<file path="config.mk">
export PLATFORM = sky130hd
export DESIGN_NAME = fas_frame_sieve
export DESIGN_NICKNAME = d
export VERILOG_FILES = /design/src/common/fas_pkg.sv /design/src/verilog/fas_frame_sieve.sv
export SDC_FILE = /design/constraint.sdc
export NUM_CORES = 1
export LEC_CHECK = 0
export BUFFER_PORTS_ARGS = -buffer_cell sky130_fd_sc_hd__buf_2
export CAP_MARGIN = 25
export CORE_MARGIN = 2
export CORE_UTILIZATION = 40
export DETAILED_ROUTE_END_ITERATION = 7
export GPL_TIMING_DRIVEN = 0
export PLACE_DENSITY = 0.62
export SLEW_MARGIN = 15
export SYNTH_ARGS = -nofsm -noshare
export SYNTH_HDL_FRONTEND = slang
export SYNTH_SLANG_ARGS = --single-unit
</file>
<file path="constraint.sdc">
create_clock -name i_clock -period 3.6 [get_ports i_clock]
set_clock_uncertainty 0.05 [all_clocks]
set_input_delay 1.08 -clock i_clock [delete_from_list [all_inputs] [get_ports i_clock]]
set_output_delay 1.08 -clock i_clock [all_outputs]
set_load 0.02 [all_outputs]
</file>
<file path="src/common/fas_pkg.sv">
// Purpose: shared constants and types of the frame acquisition sieve
// Assumes: one 10 MHz clock, AHB-Lite register access with 32-bit words
// Notes:   register offsets are byte addresses of aligned words
package fas_pkg;

  // register map
  localparam logic [7:0]  FAS_OFF_CTRL      = 8'h00;
  localparam logic [7:0]  FAS_OFF_PRESET    = 8'h04;
  localparam logic [7:0]  FAS_OFF_STATUS    = 8'h08;

  // control register fields
  localparam int          FAS_CTRL_FULL     = 0;   // full_alarm_select
  localparam int          FAS_CTRL_M24      = 1;   // mode_24_channel
  localparam int          FAS_CTRL_SRST     = 2;   // self-clearing synchronous restart
  localparam int          FAS_CTRL_CLOAD    = 3;   // control-unit preset of cycle counter
  localparam logic [1:0]  FAS_CTRL_RESET    = 2'h2;

  // preset register: [11:0] 24-channel preset, [27:16] low-rate preset
  localparam int          FAS_PRE24_LSB     = 0;
  localparam int          FAS_PRELO_LSB     = 16;
  localparam logic [11:0] FAS_PRE24_RESET   = 12'h000;
  localparam logic [11:0] FAS_PRELO_RESET   = 12'h000;

  // remote alarm pattern, oldest bit in the msb
  localparam logic [7:0]  FAS_ALARM_PAT     = 8'h0f;

  // prediction table indexed by four history bits (oldest in the msb)
  localparam logic [15:0] FAS_PRED_VALID    = 16'h518a;
  localparam logic [15:0] FAS_PRED_NEXT     = 16'h010a;
  localparam logic [3:0]  FAS_SF_PATTERN    = 4'h3;

  // cycle counter states and search figures
  localparam logic [3:0]  FAS_CYC_CTRL_LOAD = 4'hb;
  localparam logic [3:0]  FAS_CYC_HIST_END  = 4'h4;
  localparam logic [3:0]  FAS_FL_LOCKED     = 4'h4;
  localparam logic [4:0]  FAS_ATTEMPTS      = 5'h10;
  localparam logic [4:0]  FAS_SHIFT_CLOCKS  = 5'h10;

  // status snapshot returned to software
  typedef struct packed {
    logic [3:0] frame_lock;
    logic [3:0] cycle;
    logic       sieve_empty;
    logic       reset_flag;
    logic       operational_gate;
    logic       remote_alarm;
  } fas_status_t;

endpackage : fas_pkg

</file>
<file path="src/verilog/fas_frame_sieve.sv">
// Purpose: receive frame acquisition with history prediction and sieve memory
// Assumes: recovered serial data is synchronous to i_clock (the recovered bit clock)
// Notes:   history storage is written on the falling clock edge
// Contract
// - detect 00001111 as remote alarm pattern
// - gated alarm goes low at channel end
// - full alarm select passes raw detector
// - remote alarm register updates only in frame
// - history shifts up, new bit lowest
// - sixteen write pulses, states 0-3, gated
// - state 0 writes inverted data, then shifts
// - history decode gives superframe marker
// - history predicts next bit, else data
// - 24-channel compare gives match flag
// - write back predicted or inverted bit
// - states 0-3 fill sieve with ones
// - matching candidate clears its sieve bit
// - no candidate after 16 tries flags reset
// - mode selects preset, reload on load
// - low stages overflow advances high stage
// - carries make cycle enable and load enables
// - lowest counter stage addresses all memories
// - empty sieve clears cycle, delays load 16
// - cycle counter loads zero, eleven, advances
// - 16 and 256 count windows form gate
// - end of cycle is NAND with gate
// - frame-lock state zero, locks on candidate 15 at low overflow
//
// The AHB-Lite slave port and the placing of the registers were decided locally.
`timescale 1ns/1ns
module fas_frame_sieve #(
  parameter int DEPTH = 16
) (
  input  wire logic              i_clock,
  input  wire logic              i_resetn,
  input  wire logic              i_hsel,
  input  wire logic [31:0]       i_haddr,
  input  wire logic [1:0]        i_htrans,
  input  wire logic              i_hwrite,
  input  wire logic [2:0]        i_hsize,
  input  wire logic [31:0]       i_hwdata,
  input  wire logic              i_hready,
  output logic      [31:0]       o_hrdata,
  output logic                   o_hreadyout,
  output logic                   o_hresp,
  input  wire logic              i_recovered_serial_data,
  input  wire logic              i_channel_timing_bus,
  output logic                   o_alarm_detect_n,
  output logic                   o_remote_alarm,
  output logic                   o_superframe_marker,
  output logic                   o_operational_gate,
  output logic                   o_end_of_cycle_n,
  output fas_pkg::fas_status_t   o_status
);
  import fas_pkg::*;

  // bus and control state
  logic              ph_write_q;
  logic [7:0]        ph_addr_q;
  logic [1:0]        ctrl_q;
  logic              srst_q;
  logic              cload_q;
  logic [11:0]       pre24_q;
  logic [11:0]       prelo_q;
  logic [31:0]       rdata_q;
  // datapath state
  logic [7:0]        shift_q;
  logic              alarm_q;
  logic              remote_q;
  logic [3:0]        lo_q;
  logic [3:0]        mid_q;
  logic [3:0]        hi_q;
  logic [3:0]        cycle_q;
  logic [3:0]        fl_q;
  logic [4:0]        tries_q;
  logic [4:0]        holdoff_q;
  logic              reset_flag_q;
  logic [3:0]        hist_q [DEPTH];
  logic [DEPTH-1:0]  sieve_q;
  logic              sf_q;
  // combinational terms
  logic              full_sel;
  logic              mode_24_channel;
  logic              alarm_raw_n;
  logic              counter_carry_out;
  logic              low_overflow;
  logic              acq_overflow;
  logic              early_load;
  logic              late_load;
  logic              short_window_input;
  logic              long_window_input;
  logic              operational_gate;
  logic              cycle_phase_output;
  logic              sieve_init_output;
  logic              write_pulse;
  logic              sieve_empty;
  logic              empty_load;
  logic [11:0]       preset;
  logic [3:0]        addr;
  logic [3:0]        hist;
  logic              predicted;
  logic              check;
  logic              writeback;
  logic              hist_bit;
  logic              in_frame;
  logic              run;

  // bus write and read decode
  logic              wr_ctrl;
  logic              wr_pre;
  logic              addr_take;

  assign addr_take   = i_hsel && i_hready && i_htrans[1];
  assign wr_ctrl     = ph_write_q && (ph_addr_q == FAS_OFF_CTRL);
  assign wr_pre      = ph_write_q && (ph_addr_q == FAS_OFF_PRESET);
  assign o_hreadyout = 1'b1;
  assign o_hresp     = 1'b0;
  assign o_hrdata    = rdata_q;

  // address phase capture; zero-wait data phase
  always_ff @(posedge i_clock or negedge i_resetn) begin
    if (!i_resetn) begin
      ph_write_q <= 1'b0;
      ph_addr_q  <= 8'h00;
    end else begin
      ph_write_q <= addr_take && i_hwrite;
      ph_addr_q  <= i_haddr[7:0];
    end
  end

  // read data prepared during the address phase; unmapped words read zero
  always_ff @(posedge i_clock or negedge i_resetn) begin
    if (!i_resetn) begin
      rdata_q <= 32'h0000_0000;
    end else if (addr_take && !i_hwrite) begin
      unique case (i_haddr[7:0])
        FAS_OFF_CTRL:   rdata_q <= {30'h0, ctrl_q};
        FAS_OFF_PRESET: rdata_q <= {4'h0, prelo_q, 4'h0, pre24_q};
        FAS_OFF_STATUS: rdata_q <= {20'h0, o_status};
        default:        rdata_q <= 32'h0000_0000;
      endcase
    end
  end

  // control and preset registers, one-shot strobes
  always_ff @(posedge i_clock or negedge i_resetn) begin
    if (!i_resetn) begin
      ctrl_q  <= FAS_CTRL_RESET;
      srst_q  <= 1'b0;
      cload_q <= 1'b0;
      pre24_q <= FAS_PRE24_RESET;
      prelo_q <= FAS_PRELO_RESET;
    end else begin
      srst_q  <= wr_ctrl && i_hwdata[FAS_CTRL_SRST];
      cload_q <= wr_ctrl && i_hwdata[FAS_CTRL_CLOAD];
      if (wr_ctrl) begin
        ctrl_q <= {i_hwdata[FAS_CTRL_M24], i_hwdata[FAS_CTRL_FULL]};
      end
      if (wr_pre) begin
        pre24_q <= i_hwdata[FAS_PRE24_LSB +: 12];
        prelo_q <= i_hwdata[FAS_PRELO_LSB +: 12];
      end
    end
  end

  assign full_sel        = ctrl_q[FAS_CTRL_FULL];
  assign mode_24_channel = ctrl_q[FAS_CTRL_M24];

  // input shift register feeding the alarm detector
  always_ff @(posedge i_clock or negedge i_resetn) begin
    if (!i_resetn) begin
      shift_q <= 8'h00;
    end else begin
      shift_q <= {shift_q[6:0], i_recovered_serial_data};
    end
  end

  assign alarm_raw_n = (shift_q != FAS_ALARM_PAT);

  // alarm detector output, registered
  always_ff @(posedge i_clock or negedge i_resetn) begin
    if (!i_resetn) begin
      alarm_q <= 1'b1;
    end else if (srst_q) begin
      alarm_q <= 1'b1;
    end else if (full_sel) begin
      alarm_q <= alarm_raw_n;
    end else if (i_channel_timing_bus) begin
      alarm_q <= alarm_raw_n;
    end
  end
  assign o_alarm_detect_n = alarm_q;

  // remote alarm line, held while out of frame
  always_ff @(posedge i_clock or negedge i_resetn) begin
    if (!i_resetn) begin
      remote_q <= 1'b0;
    end else if (srst_q) begin
      remote_q <= 1'b0;
    end else if (in_frame) begin
      remote_q <= !alarm_q;
    end
  end
  assign o_remote_alarm = remote_q;

  // acquisition counter carries and windows
  // joint low overflow
  assign low_overflow       = (lo_q == 4'hf) && (mid_q == 4'hf);
  assign counter_carry_out  = (hi_q == 4'hf);
  assign acq_overflow       = low_overflow && counter_carry_out;
  assign late_load          = acq_overflow;
  assign early_load         = hi_q[3];
  assign short_window_input = (mid_q == 4'hf);
  assign long_window_input  = counter_carry_out;
  assign operational_gate   = short_window_input && long_window_input;
  assign o_operational_gate = operational_gate;
  assign preset             = mode_24_channel ? pre24_q : prelo_q;
  assign run                = (holdoff_q == 5'h00);
  assign addr               = lo_q;

  // acquisition counter with load logic
  always_ff @(posedge i_clock or negedge i_resetn) begin
    if (!i_resetn) begin
      {hi_q, mid_q, lo_q} <= 12'h000;
      holdoff_q           <= 5'h00;
    end else if (srst_q) begin
      {hi_q, mid_q, lo_q} <= preset;
      holdoff_q           <= 5'h00;
    end else if (!run) begin
      holdoff_q <= holdoff_q - 5'h01;
      if (holdoff_q == 5'h01) begin
        {hi_q, mid_q, lo_q} <= preset;
      end
    end else if (late_load) begin
      {hi_q, mid_q, lo_q} <= preset;
      if (empty_load) begin
        holdoff_q <= FAS_SHIFT_CLOCKS;
      end
    end else begin
      lo_q <= lo_q + 4'h1;
      if (lo_q == 4'hf) begin
        mid_q <= mid_q + 4'h1;
      end
      if (low_overflow) begin
        hi_q <= hi_q + 4'h1;
      end
    end
  end

  // cycle phase decodes
  assign sieve_init_output  = (cycle_q < FAS_CYC_HIST_END);
  assign cycle_phase_output = cycle_q[2];
  assign o_end_of_cycle_n   = !(cycle_phase_output && operational_gate);
  assign write_pulse        = sieve_init_output && operational_gate && run;
  assign sieve_empty        = &sieve_q;
  assign empty_load         = sieve_empty && reset_flag_q;

  // cycle counter
  always_ff @(posedge i_clock or negedge i_resetn) begin
    if (!i_resetn) begin
      cycle_q <= 4'h0;
    end else if (srst_q) begin
      cycle_q <= 4'h0;
    end else if (late_load && run && empty_load) begin
      cycle_q <= 4'h0;
    end else if (cload_q) begin
      cycle_q <= FAS_CYC_CTRL_LOAD;
    end else if (acq_overflow && run) begin
      cycle_q <= cycle_q + 4'h1;
    end
  end

  // attempt count and reset flag
  always_ff @(posedge i_clock or negedge i_resetn) begin
    if (!i_resetn) begin
      tries_q      <= 5'h00;
      reset_flag_q <= 1'b0;
    end else if (srst_q || (late_load && run && empty_load)) begin
      tries_q      <= 5'h00;
      reset_flag_q <= 1'b0;
    end else begin
      if (acq_overflow && run && !sieve_init_output && tries_q != FAS_ATTEMPTS) begin
        tries_q <= tries_q + 5'h01;
      end
      if (tries_q == FAS_ATTEMPTS && sieve_empty && operational_gate) begin
        reset_flag_q <= 1'b1;
      end
    end
  end

  // prediction from history
  assign hist      = hist_q[addr];
  assign predicted = FAS_PRED_VALID[hist] ? FAS_PRED_NEXT[hist] : i_recovered_serial_data;
  assign check     = mode_24_channel && (predicted == i_recovered_serial_data);
  assign writeback = check ? predicted : !predicted;
  assign hist_bit  = (cycle_q == 4'h0) ? !i_recovered_serial_data : writeback;

  // history storage on the falling edge
  generate
    for (genvar g = 0; g < DEPTH; g++) begin : g_hist
      always_ff @(negedge i_clock or negedge i_resetn) begin
        if (!i_resetn) begin
          hist_q[g] <= 4'h0;
        end else if (write_pulse && addr == 4'(g)) begin
          hist_q[g] <= {hist_q[g][2:0], hist_bit};
        end
      end
    end
  endgenerate

  // sieve memory
  always_ff @(posedge i_clock or negedge i_resetn) begin
    if (!i_resetn) begin
      sieve_q <= '1;
    end else if (write_pulse) begin
      sieve_q[addr] <= 1'b1;
    end else if (!sieve_init_output && operational_gate && run && check) begin
      sieve_q[addr] <= 1'b0;
    end
  end

  // superframe marker
  always_ff @(posedge i_clock or negedge i_resetn) begin
    if (!i_resetn) begin
      sf_q <= 1'b0;
    end else begin
      sf_q <= (hist == FAS_SF_PATTERN);
    end
  end
  assign o_superframe_marker = sf_q;

  // frame-lock state counter
  always_ff @(posedge i_clock or negedge i_resetn) begin
    if (!i_resetn) begin
      fl_q <= 4'h0;
    end else if (srst_q || (late_load && run && empty_load)) begin
      fl_q <= 4'h0;
    end else if (!fl_q[2] && low_overflow && !sieve_q[addr]) begin
      fl_q <= FAS_FL_LOCKED;
    end
  end
  assign in_frame = fl_q[2];

  // status snapshot
  always_comb begin
    o_status.frame_lock       = fl_q;
    o_status.cycle            = cycle_q;
    o_status.sieve_empty      = sieve_empty;
    o_status.reset_flag       = reset_flag_q;
    o_status.operational_gate = operational_gate;
    o_status.remote_alarm     = remote_q;
  end

  logic unused_ok;
  assign unused_ok = early_load ^ (|i_hsize) ^ (|i_haddr[31:8]) ^ i_htrans[0];

endmodule : fas_frame_sieve

</file>
==> metrics, run 1 <==
final core utilization 0.5134; Crit. End Element flip-flop; Synth Cell Area 0.008447 mm2; Core ar. between 0.02 and 0.025 mm2; die height between 100 and 150 um; DR iter-0 viols 501; share of cells above drive strength 1 0.4289; Power Total ~5.8 mW; CTS tree built; top cells by area, synth dfrtp_1 29%, dfrtn_1 19%, mux2_2 11%; Syn Inst Count 713; yosys synthesis warning count 0; RSZ-0062 raised after global routing yes; diode count 0; flops & latches, synth 180; internal power 3.878 mW; Cells on Worst Hold Path 0; Nets 961; Required @ worst endpoint around 2 ns; worst reg-to-reg path cell count 10; root buf cell clkbuf_16; Reg power frac 0.402; maximum buffer depth of the clock tree 2; Site Rows between 50 and 60; drt pass-1 iters 5; hold_ws roughly 0.32 ns; Netlist cell types 58; Die Wd 149.3 um; M1 GR Usage 0.2829; die area 0.02230 mm2; Hold Path Origin shift_q[6]; Residual DRC 0; clock share of power 0.315; worst-margin pin slew around 0.87 ns; Final GP Congestion 0.8447; met3 usage 0.02783; DR vias/cell 5.433; failing checks setup timing; Post-DP HPWL ~15000 um; final setup fails 80; reg2reg end hist_q[48]; drt total wl around 22000 um; leakage around 5.0 nW; vias in the first global route 6136; switching part of the total 0.3306; Hold Crit Class reg -> reg; Seq/Total Area, Yosys 0.5359; number of flops mapped to enable cells by yosys 0; power density over the cells between 500 and 600 mW/mm2; GRT Resource Usage Total 0.1990; Crit path max-delay family compound AO/OA/AOI/OAI gates; pin count of the biggest net entering global routing 105; met2 Use GR 0.3154; worst reg2reg path startpoint addr[0]; Most Crowded Layer GR met2; clk sink count 180; Worst-path clk slew around 0.070 ns; routed len/inst 18.71 um; Critical Path Max Stage Delay between 0.5 and 0.6 ns; leading area contributor after synthesis dfrtp_1; GRT Residual Overflow 0; flop2flop setup slack -0.92 ns; asr flop ratio synth 1.000; H-tree lvl count 4; Layout area overhead 26.97%; Crit path arrival time between 2 and 3 ns; Relative slew margins 0.4232; CP most frequent cell buf_12; initial antenna violation count 0; Setup WS post-layout -0.9244 ns; worst skew pair latency between 0.4 and 0.5 ns; peak supply drop approximately 0.00026 V; CP bufs+invs 3; Max stage delay cell, worst path mux4_2; Hold Vio Cnt, Final 0; top post-synthesis cells by count 98 x dfrtp_1, 83 x nand2_1, 79 x mux2_2; Sum Neg Setup Slack -40.21 ns; Combinational Power Share 0.283; Yosys top cell area share 0.2903; total number of vias around 6300; CP Max Fanout 7; Post-synth top flop dfrtp_1; syn_area_per_cell around 12 um2; crit path kind reg -> reg; I/O Pins about 130; number of max-cap violations 0; TritonCTS Buffers 17; initial core utilization 0.4044; hold worst-path end shift_q[7]; port bufs 77; Routed Antenna Nets 0; final-report max-slew violation count 0; CP Launch Type flip-flop; CP Cell Sequence buf_12, buf_12, mux4_2, a22oi_2, nand2_2, or3_4, a21oi_2, o21a_4, buf_6, o21ai_1; Psw 1.915 mW; first-pass GRT wire length ~34000 um; outcome finished, violations left; top-count cell post-synth dfrtp_1
-- stage by stage --
step	std cells	area (um2)	setup slack, ns
floorplan	724	8610	-0.6693
global placement	1076	9339	-3.208
detailed placement	1077	9383	-1.165
CTS	1147	10490	-0.8437
global route	1161	10730	-0.9857
finish	1161	10730	-0.9244
-- worst register-to-register path: cells and delay by family (launching register included) --
kind                   cells  cell delay (ns)
DFF                        1             0.46
and+or+nand+nor            2             0.41
muxes                      1             0.53
buffers and inverters      3             0.42
AOI/OAI and AO/OA          4             0.67
-- cells by family after synthesis --
logic type	share of synthesized area
muxes	0.1690
buffers and inverters	0.03866
DFF	0.5359
adders and majority gates	0.01777
and+or+nand+nor	0.1228
AOI/OAI and AO/OA	0.1087
xor gates and xnor gates	0.006222
other	0.0008891
-- layout by cell type, fill, tap and decap left out, types with 13 or more instances in the layout --
| cell type | n |
|---|---|
| dfrtp_1 | 95 |
| buf_2 | 82 |
| mux2_2 | 73 |
| nand2_1 | 64 |
| dfrtn_1 | 64 |
| buf_4 | 54 |
| nor2_1 | 45 |
| nand4_1 | 23 |
| a22o_1 | 20 |
| o21ai_0 | 19 |
| dfstp_2 | 18 |
| clkbuf_16 | 17 |
| clkbuf_1 | 16 |
| a21oi_1 | 16 |
| mux4_2 | 15 |
| nand2_4 | 14 |
| conb_1 | 13 |
-- metal layers --
metal	wire, um	vias up
met5	0	-
met4	387	0
met3	1003	26
met2	10340	172
met1	9998	3203
li1	-	2907
-- registers in the layout, summed over array words and instances, names as in the netlist, named ones only --
signal,cells
addr,4
cload_q,1
ctrl_q,2
cycle_q,4
fl_q,1
hi_q,4
hist_q,64
holdoff_q,5
mid_q,4
o_alarm_detect_n,1
o_hrdata,24
o_remote_alarm,1
o_superframe_marker,1
ph_addr_q,8
ph_write_q,1
pre24_q,12
prelo_q,12
reset_flag_q,1
shift_q,8
srst_q,1
tries_q,5
-- area by class of cell --
class                           count  area [um2]
Multi-Input combinational cell    485        3990
Clock buffer                       18       439.2
Tap cell                          275       344.1
Timing Repair Buffer              130       900.9
Inverter                           11       48.80
Fill cell                        1858       10160
Sequential cell                   180        4531
Buffer                             48       337.8
Clock inverter                     14       133.9
-- repair_timing --
action / in CTS / in global routing
gates resized for setup: 75 / 43
pin swaps: 16 / 16
setup buffers: 35 / 14
setup endpoints to repair: 81 / 81
hold buffers: 0 / 0
gates cloned: 3 / 1
-- power by group through the flow --
stage	registers [mW]	logic (mW)	clock network, mW
3_5_place_dp	2.34	1.08	0
5_1_grt	2.34	1.77	1.93
3_3_place_gp	2.33	1.06	0
4_1_cts	2.31	1.48	1.85
2_1_floorplan	2.30	0.783	0
6_report	2.33	1.64	1.82
-- how the worst max path moves through the flow --
stage | startpoint | to | slack (ns) | cells past startpoint
finish | addr[0] | hist_q[48] | -0.92 | 10
global route | addr[0] | hist_q[48] | -0.99 | 10
CTS | addr[0] | hist_q[40] | -0.84 | 10
detailed placement | addr[1] | hist_q[44] | -1.16 | 10
global placement | i_resetn | hist_q[23] | -3.21 | 1
floorplan | addr[0] | hist_q[24] | -0.67 | 10
Note: power is estimated with default switching activity, not from simulation.
==> inputs of run 2 (changes only) <==
--- a/config.mk
+++ b/config.mk
@@ -5,6 +5,7 @@
 export SDC_FILE = /design/constraint.sdc
 export NUM_CORES = 1
 export LEC_CHECK = 0
+export ABC_AREA = 1
 export BUFFER_PORTS_ARGS = -buffer_cell sky130_fd_sc_hd__buf_2
 export CAP_MARGIN = 25
 export CORE_MARGIN = 2
==> run 2 against run 1 <==
- the flow still finishes with violations (setup timing)
- register-to-register slack better by 0.27 ns
- non-clock buffer count grew 23
- critical path depth increased by 9
==> metrics, run 2 <==
Relative slew margins 0.4850; worst skew pair latency about 0.45 ns; DR vias/cell around 5.2; CP bufs+invs 5; clk sink count 180; Worst-path clk slew approximately 0.08 ns; drt total wl around 27000 um; asr flop ratio synth 1.000; Hold Path Origin shift_q[2]; CP Cell Sequence buf_6, clkinv_8, buf_12, buf_12, nand2_2, nand3_2, nand2_2, nand2_2, nand2_4, nor2_4, nor2_1, nand2_1, nand3_2, nand2_2, nand2_4, nand2_8, buf_8, nand3_2, nand2_1; hold worst-path end shift_q[3]; Crit. End Element flip-flop; Final GP Congestion ~0.86; Die Wd approximately 150 um; Combinational Power Share 0.400; Crit path arrival time approximately 2.7 ns; power density over the cells 586.6 mW/mm2; final-report max-slew violation count 0; Power Total a little over 7 mW; Layout area overhead 39.65%; die height between 150 and 200 um; initial antenna violation count 0; area of the multi-input gates 0.004345 mm2; Adder-Cell Fraction of Synth Area 0.01726; GRT Resource Usage Total 0.2306; routed len/inst around 17 um; Post-DP HPWL 15830 um; I/O Pins approximately 130; Reg with most FFs hist_q; Nets about 1400; leakage 6.224 nW; Post-CTS Hold Buffers 0; H-tree lvl count 4; Largest register FFs 64; DP Worst Slack -0.5949 ns; first-pass GRT wire length 40100 um; final setup fails 77; Synth Cell Area between 0.008 and 0.009 mm2; failing checks setup timing; Netlist cell types between 40 and 50; most common cell after layout, fill and taps aside nand2_1; leading area contributor after synthesis dfrtp_1; worst-margin pin slew 0.7662 ns; Seq/Total Area, Yosys 0.5203; peak supply drop 0.0003571 V; CTS tree built; number of flops mapped to enable cells by yosys 0; flop2flop setup slack -0.65 ns; flops & latches, synth between 150 and 200; filler instances approximately 1800; diode count 0; GRT Residual Overflow 0; main combinational cell family by area after synthesis simple AND/OR/NAND/NOR gates; top-count cell post-synth nand2_1; Psw 2.841 mW; Yosys top cell area share 0.2819; Post-Synth Simple-Gate Area 0.2455; hold_ws 0.3254 ns; CP Max Fanout 5; Reg power frac 0.319; Routed Antenna Nets 0; worst reg2reg path startpoint addr[0]; Core ar. between 0.02 and 0.025 mm2; number of max-cap violations 0; CP most frequent cell nand2_2; internal power 4.286 mW; Setup WS post-layout -0.6512 ns; root buf cell clkbuf_16; worst reg-to-reg path cell count 19; vias in the first global route approximately 7600; port bufs 77; RSZ-0062 raised after global routing yes; top cells by area, synth dfrtp_1 28%, dfrtn_1 18%, nand2_1 15%; crit path kind reg -> reg; DR iter-0 viols between 600 and 700; most frequent cells in the layout 243 x nand2_1, 135 x inv_1, 98 x dfrtp_1; Residual DRC 0; yosys synthesis warning count 0; TritonCTS Buffers 17; complex-gate fraction of the synthesized area 0.1070; final core utilization 0.5744; clock share of power 0.281; Max stage delay cell, worst path dfrtp_1; share of cells above drive strength 1 0.3469; Syn Inst Count roughly 1100; reg2reg end hist_q[60]; Critical Path Max Stage Delay ~0.42 ns; Hold Crit Class reg -> reg; storage element area ~0.0045 mm2; outcome finished, violations left; Crit path max-delay family simple AND/OR/NAND/NOR gates; syn_area_per_cell around 8.0 um2; Hold Vio Cnt, Final 0; Post-synth top flop dfrtp_1; CP Launch Type flip-flop; die area between 0.02 and 0.025 mm2; Cells on Worst Hold Path 0; Required @ worst endpoint between 2 and 2.5 ns; mux cell area share after synthesis 0.001294; pin count of the biggest net entering global routing between 60 and 70; switching part of the total 0.3986; total number of vias between 8000 and 9000; initial core utilization 0.4113; maximum buffer depth of the clock tree 2; top post-synthesis cells by count 340 x nand2_1, 150 x inv_1, 98 x dfrtp_1; Site Rows 53; XOR/XNOR Fraction of Synth Area 0.005033; drt pass-1 iters 5
[run 2: per-layer routing]
metal | global-route usage | wire [um] | vias to the layer above
li1 | - | - | 3862
met3 | 0.05180 | 1806 | 86
met2 | 0.3561 | 12600 | 330
met5 | 0 | 0 | -
met1 | 0.3144 | 11420 | 3927
met4 | 0.09673 | 1129 | 0
[run 2: metrics by stage]
step / setup TNS, ns / cells / instance area, um2
after CTS: -19.06 / 1549 / 11550
after detailed placement: -31.95 / 1453 / 9573
after global routing: -31.63 / 1575 / 12150
after floorplan: -1.875 / 1099 / 8778
final: -23.69 / 1575 / 12150
after global placement: -391.48 / 1451 / 9508
[run 2: worst max-delay path by stage]
stage               slack [ns]  startpoint    endpoint  cells after the start
floorplan                -0.17     addr[0]  hist_q[60]                     19
global placement         -3.22    i_resetn  hist_q[34]                      1
detailed placement       -0.59     addr[0]  hist_q[32]                     19
CTS                      -0.53     addr[0]  hist_q[60]                     20
global route             -0.76     addr[0]  hist_q[60]                     19
finish                   -0.65     addr[0]  hist_q[60]                     19
[run 2: timing repair]
item                       CTS  global route
resized for setup          182           135
cloned                      18             2
buffers inserted            47            25
pin swaps                   39            58
setup endpoints to repair   74            80
[run 2: cell families (layout without fill, tap and decap cells)]
kind of cell	after synthesis	after routing
AOI/OAI and AO/OA	171	171
adders and majority gates	12	12
other	2	13
muxes	1	1
and+or+nand+nor	519	530
DFF	180	180
buffers and inverters	198	388
xor gates and xnor gates	5	5
[run 2: area by class of cell]
cell class | count | share of cell area
flip-flops and latches | 180 | 0.3726
multi-input cells | 732 | 0.3576
repair buffers | 159 | 0.1093
plain buffers | 42 | 0.02925
well taps | 275 | 0.02832
clock buffers | 17 | 0.03501
inverters | 155 | 0.04953
clock inverters | 15 | 0.01843
[run 2: power groups by stage]
stage,clock [mW],combinational (mW),sequential (mW)
finish,2.00,2.85,2.27
global route,2.10,3.04,2.29
CTS,2.02,2.36,2.27
detailed placement,0,1.67,2.30
global placement,0,1.64,2.30
floorplan,0,1.19,2.28
==> inputs of run 3 (changes only) <==
==> constraint.sdc (replaced) <==
create_clock -name i_clock -period 3.6 [get_ports i_clock]
set_clock_uncertainty 0.05 [all_clocks]
set_input_delay 0.18 -clock i_clock [delete_from_list [all_inputs] [get_ports i_clock]]
set_output_delay 0.18 -clock i_clock [all_outputs]
set_load 0.02 [all_outputs]
==> run 3 against run 2 <==
- the flow still finishes with violations (setup timing)
- via count up 1.7%
- core utilization up 1.8 points
- sequential power about the same
==> metrics, run 3 (same netlist as run 2, synthesis figures left out) <==
total number of vias 8346; CP Launch Type flip-flop; GRT Residual Overflow 0; Nets 1412; Site Rows 53; leakage about 6.4 nW; Routed Antenna Nets 0; Required @ worst endpoint 2.02 ns; final setup fails between 70 and 80; Final GP Congestion approximately 0.86; port bufs 77; CTS tree built; Crit path arrival time roughly 2.7 ns; final-report max-slew violation count 0; Die Wd 151.5 um; Crit. End Element flip-flop; placed standard-cell area between 0.009 and 0.01 mm2; number of max-cap violations 0; hold_ws ~0.18 ns; Sum Neg Setup Slack -23.85 ns; peak supply drop 0.0003602 V; Residual DRC 0; storage element area approximately 0.0045 mm2; RSZ-0062 raised after global routing yes; failing checks setup timing; DR vias/cell between 5 and 6; Routed met1 length roughly 12000 um; H-tree lvl count 4; crit path kind reg -> reg; clk sink count 180; Largest register FFs 64; root buf cell clkbuf_16; routed len/inst between 15 and 20 um; Setup WS post-layout -0.6552 ns; initial core utilization 0.4113; Worst-path clk slew 0.08 ns; Reg with most FFs hist_q; pin count of the biggest net entering global routing 67; top layer in use met4; metal2 WL about 13000 um; area of the multi-input gates ~0.0043 mm2; initial antenna violation count 0; die height 151.5 um; vias in the first global route 7874; Hold Vio Cnt, Final 0; diode count 0; worst-margin pin slew 0.7132 ns; power density over the cells around 570 mW/mm2; filler instances about 1700; Relative slew margins 0.5206; post-layout instance area between 0.01 and 0.015 mm2; maximum buffer depth of the clock tree 2; DR WL met3 about 1700 um; most common cell after layout, fill and taps aside nand2_1; worst skew pair latency about 0.45 ns; flop2flop setup slack -0.66 ns; most frequent cells in the layout 243 x nand2_1, 135 x inv_1, 98 x dfrtp_1; CP Max Fanout 5; outcome finished, violations left; Core ar. approximately 0.021 mm2; share of cells above drive strength 1 0.3373; drt pass-1 iters 6; GRT Resource Usage Total 0.2353; first-pass GRT wire length 40990 um; drt total wl about 28000 um; Post-DP HPWL approximately 16000 um; die area between 0.02 and 0.025 mm2; Hold Crit Class in -> reg; TritonCTS Buffers 17; I/O Pins 127; DR iter-0 viols ~610; Layout area overhead 43.90%
## run 3: changes by cell type in the layout (fill, tap and decap cells not counted)
| cell | delta |
|---|---|
| dlygate4sd3_1 | +37 |
## run 3: critical path, stage by stage (launching register included)
cell and delay (ns):
dfrtp_1 0.42, buf_6 0.16, clkinv_8 0.07, buf_12 0.13, buf_12 0.14, nand2_2 0.07, nand3_2 0.07, nand2_2 0.08
nand2_2 0.06, nand2_4 0.10, nor2_4 0.05, nor2_1 0.14, nand2_1 0.09, nand3_2 0.08, nand2_2 0.08, nand2_4 0.08
nand2_8 0.10, buf_8 0.17, nand3_2 0.05, nand2_1 0.07
## run 3: repair_timing
action	in CTS	in global routing
resized for setup	182	135
setup endpoints to repair	74	80
pin swaps	39	58
gates cloned	18	2
endpoints found under the hold margin	66	0
hold buffers	37	0
buffers inserted	47	25
## run 3: power breakdown
group / leakage [nW] / switching, mW / internal (mW) / total, mW
clock network: 0.310 / 1.02 / 0.982 / 2.01
logic: 3.85 / 1.71 / 1.18 / 2.89
registers: 2.22 / 0.119 / 2.15 / 2.27
total: 6.38 / 2.85 / 4.31 / 7.17
## run 3: worst paths after layout
kind | startpoint | end | cells after the start
worst max-delay path | addr[0] | hist_q[60] | 19
worst min-delay path | i_hready | o_hrdata[7] | 5
worst min register to register | shift_q[2] | shift_q[3] | 0
worst max register to register | addr[0] | hist_q[60] | 19
min in group asynchronous | i_resetn | o_superframe_marker | 2
max in group asynchronous | i_resetn | hist_q[34] | 4
## run 3: through the flow
stage                     instances  total power [mW]  setup slack, ns    util
final                          1612             7.166          -0.6552  0.5919
after global placement         1451             3.943           -2.325  0.4495
after detailed placement       1453             3.973          -0.5949  0.4525
after CTS                      1586             6.684          -0.5263  0.5636
after global routing           1612             7.464          -0.7558  0.5919
after floorplan                1099             3.472          -0.1652       -
## run 3: cell type report
class	count	area share
repair buffers	196	0.1356
well taps	275	0.02748
multi-input cells	732	0.3471
clock buffers	17	0.03398
flip-flops and latches	180	0.3615
clock inverters	15	0.01789
plain buffers	42	0.02838
inverters	155	0.04807
## run 3: layer usage
layer / up-vias / track usage
met5: - / 0
met4: 0 / 0.09860
met2: 314 / 0.3681
li1: 3926 / -
met1: 4016 / 0.3180
met3: 90 / 0.05090
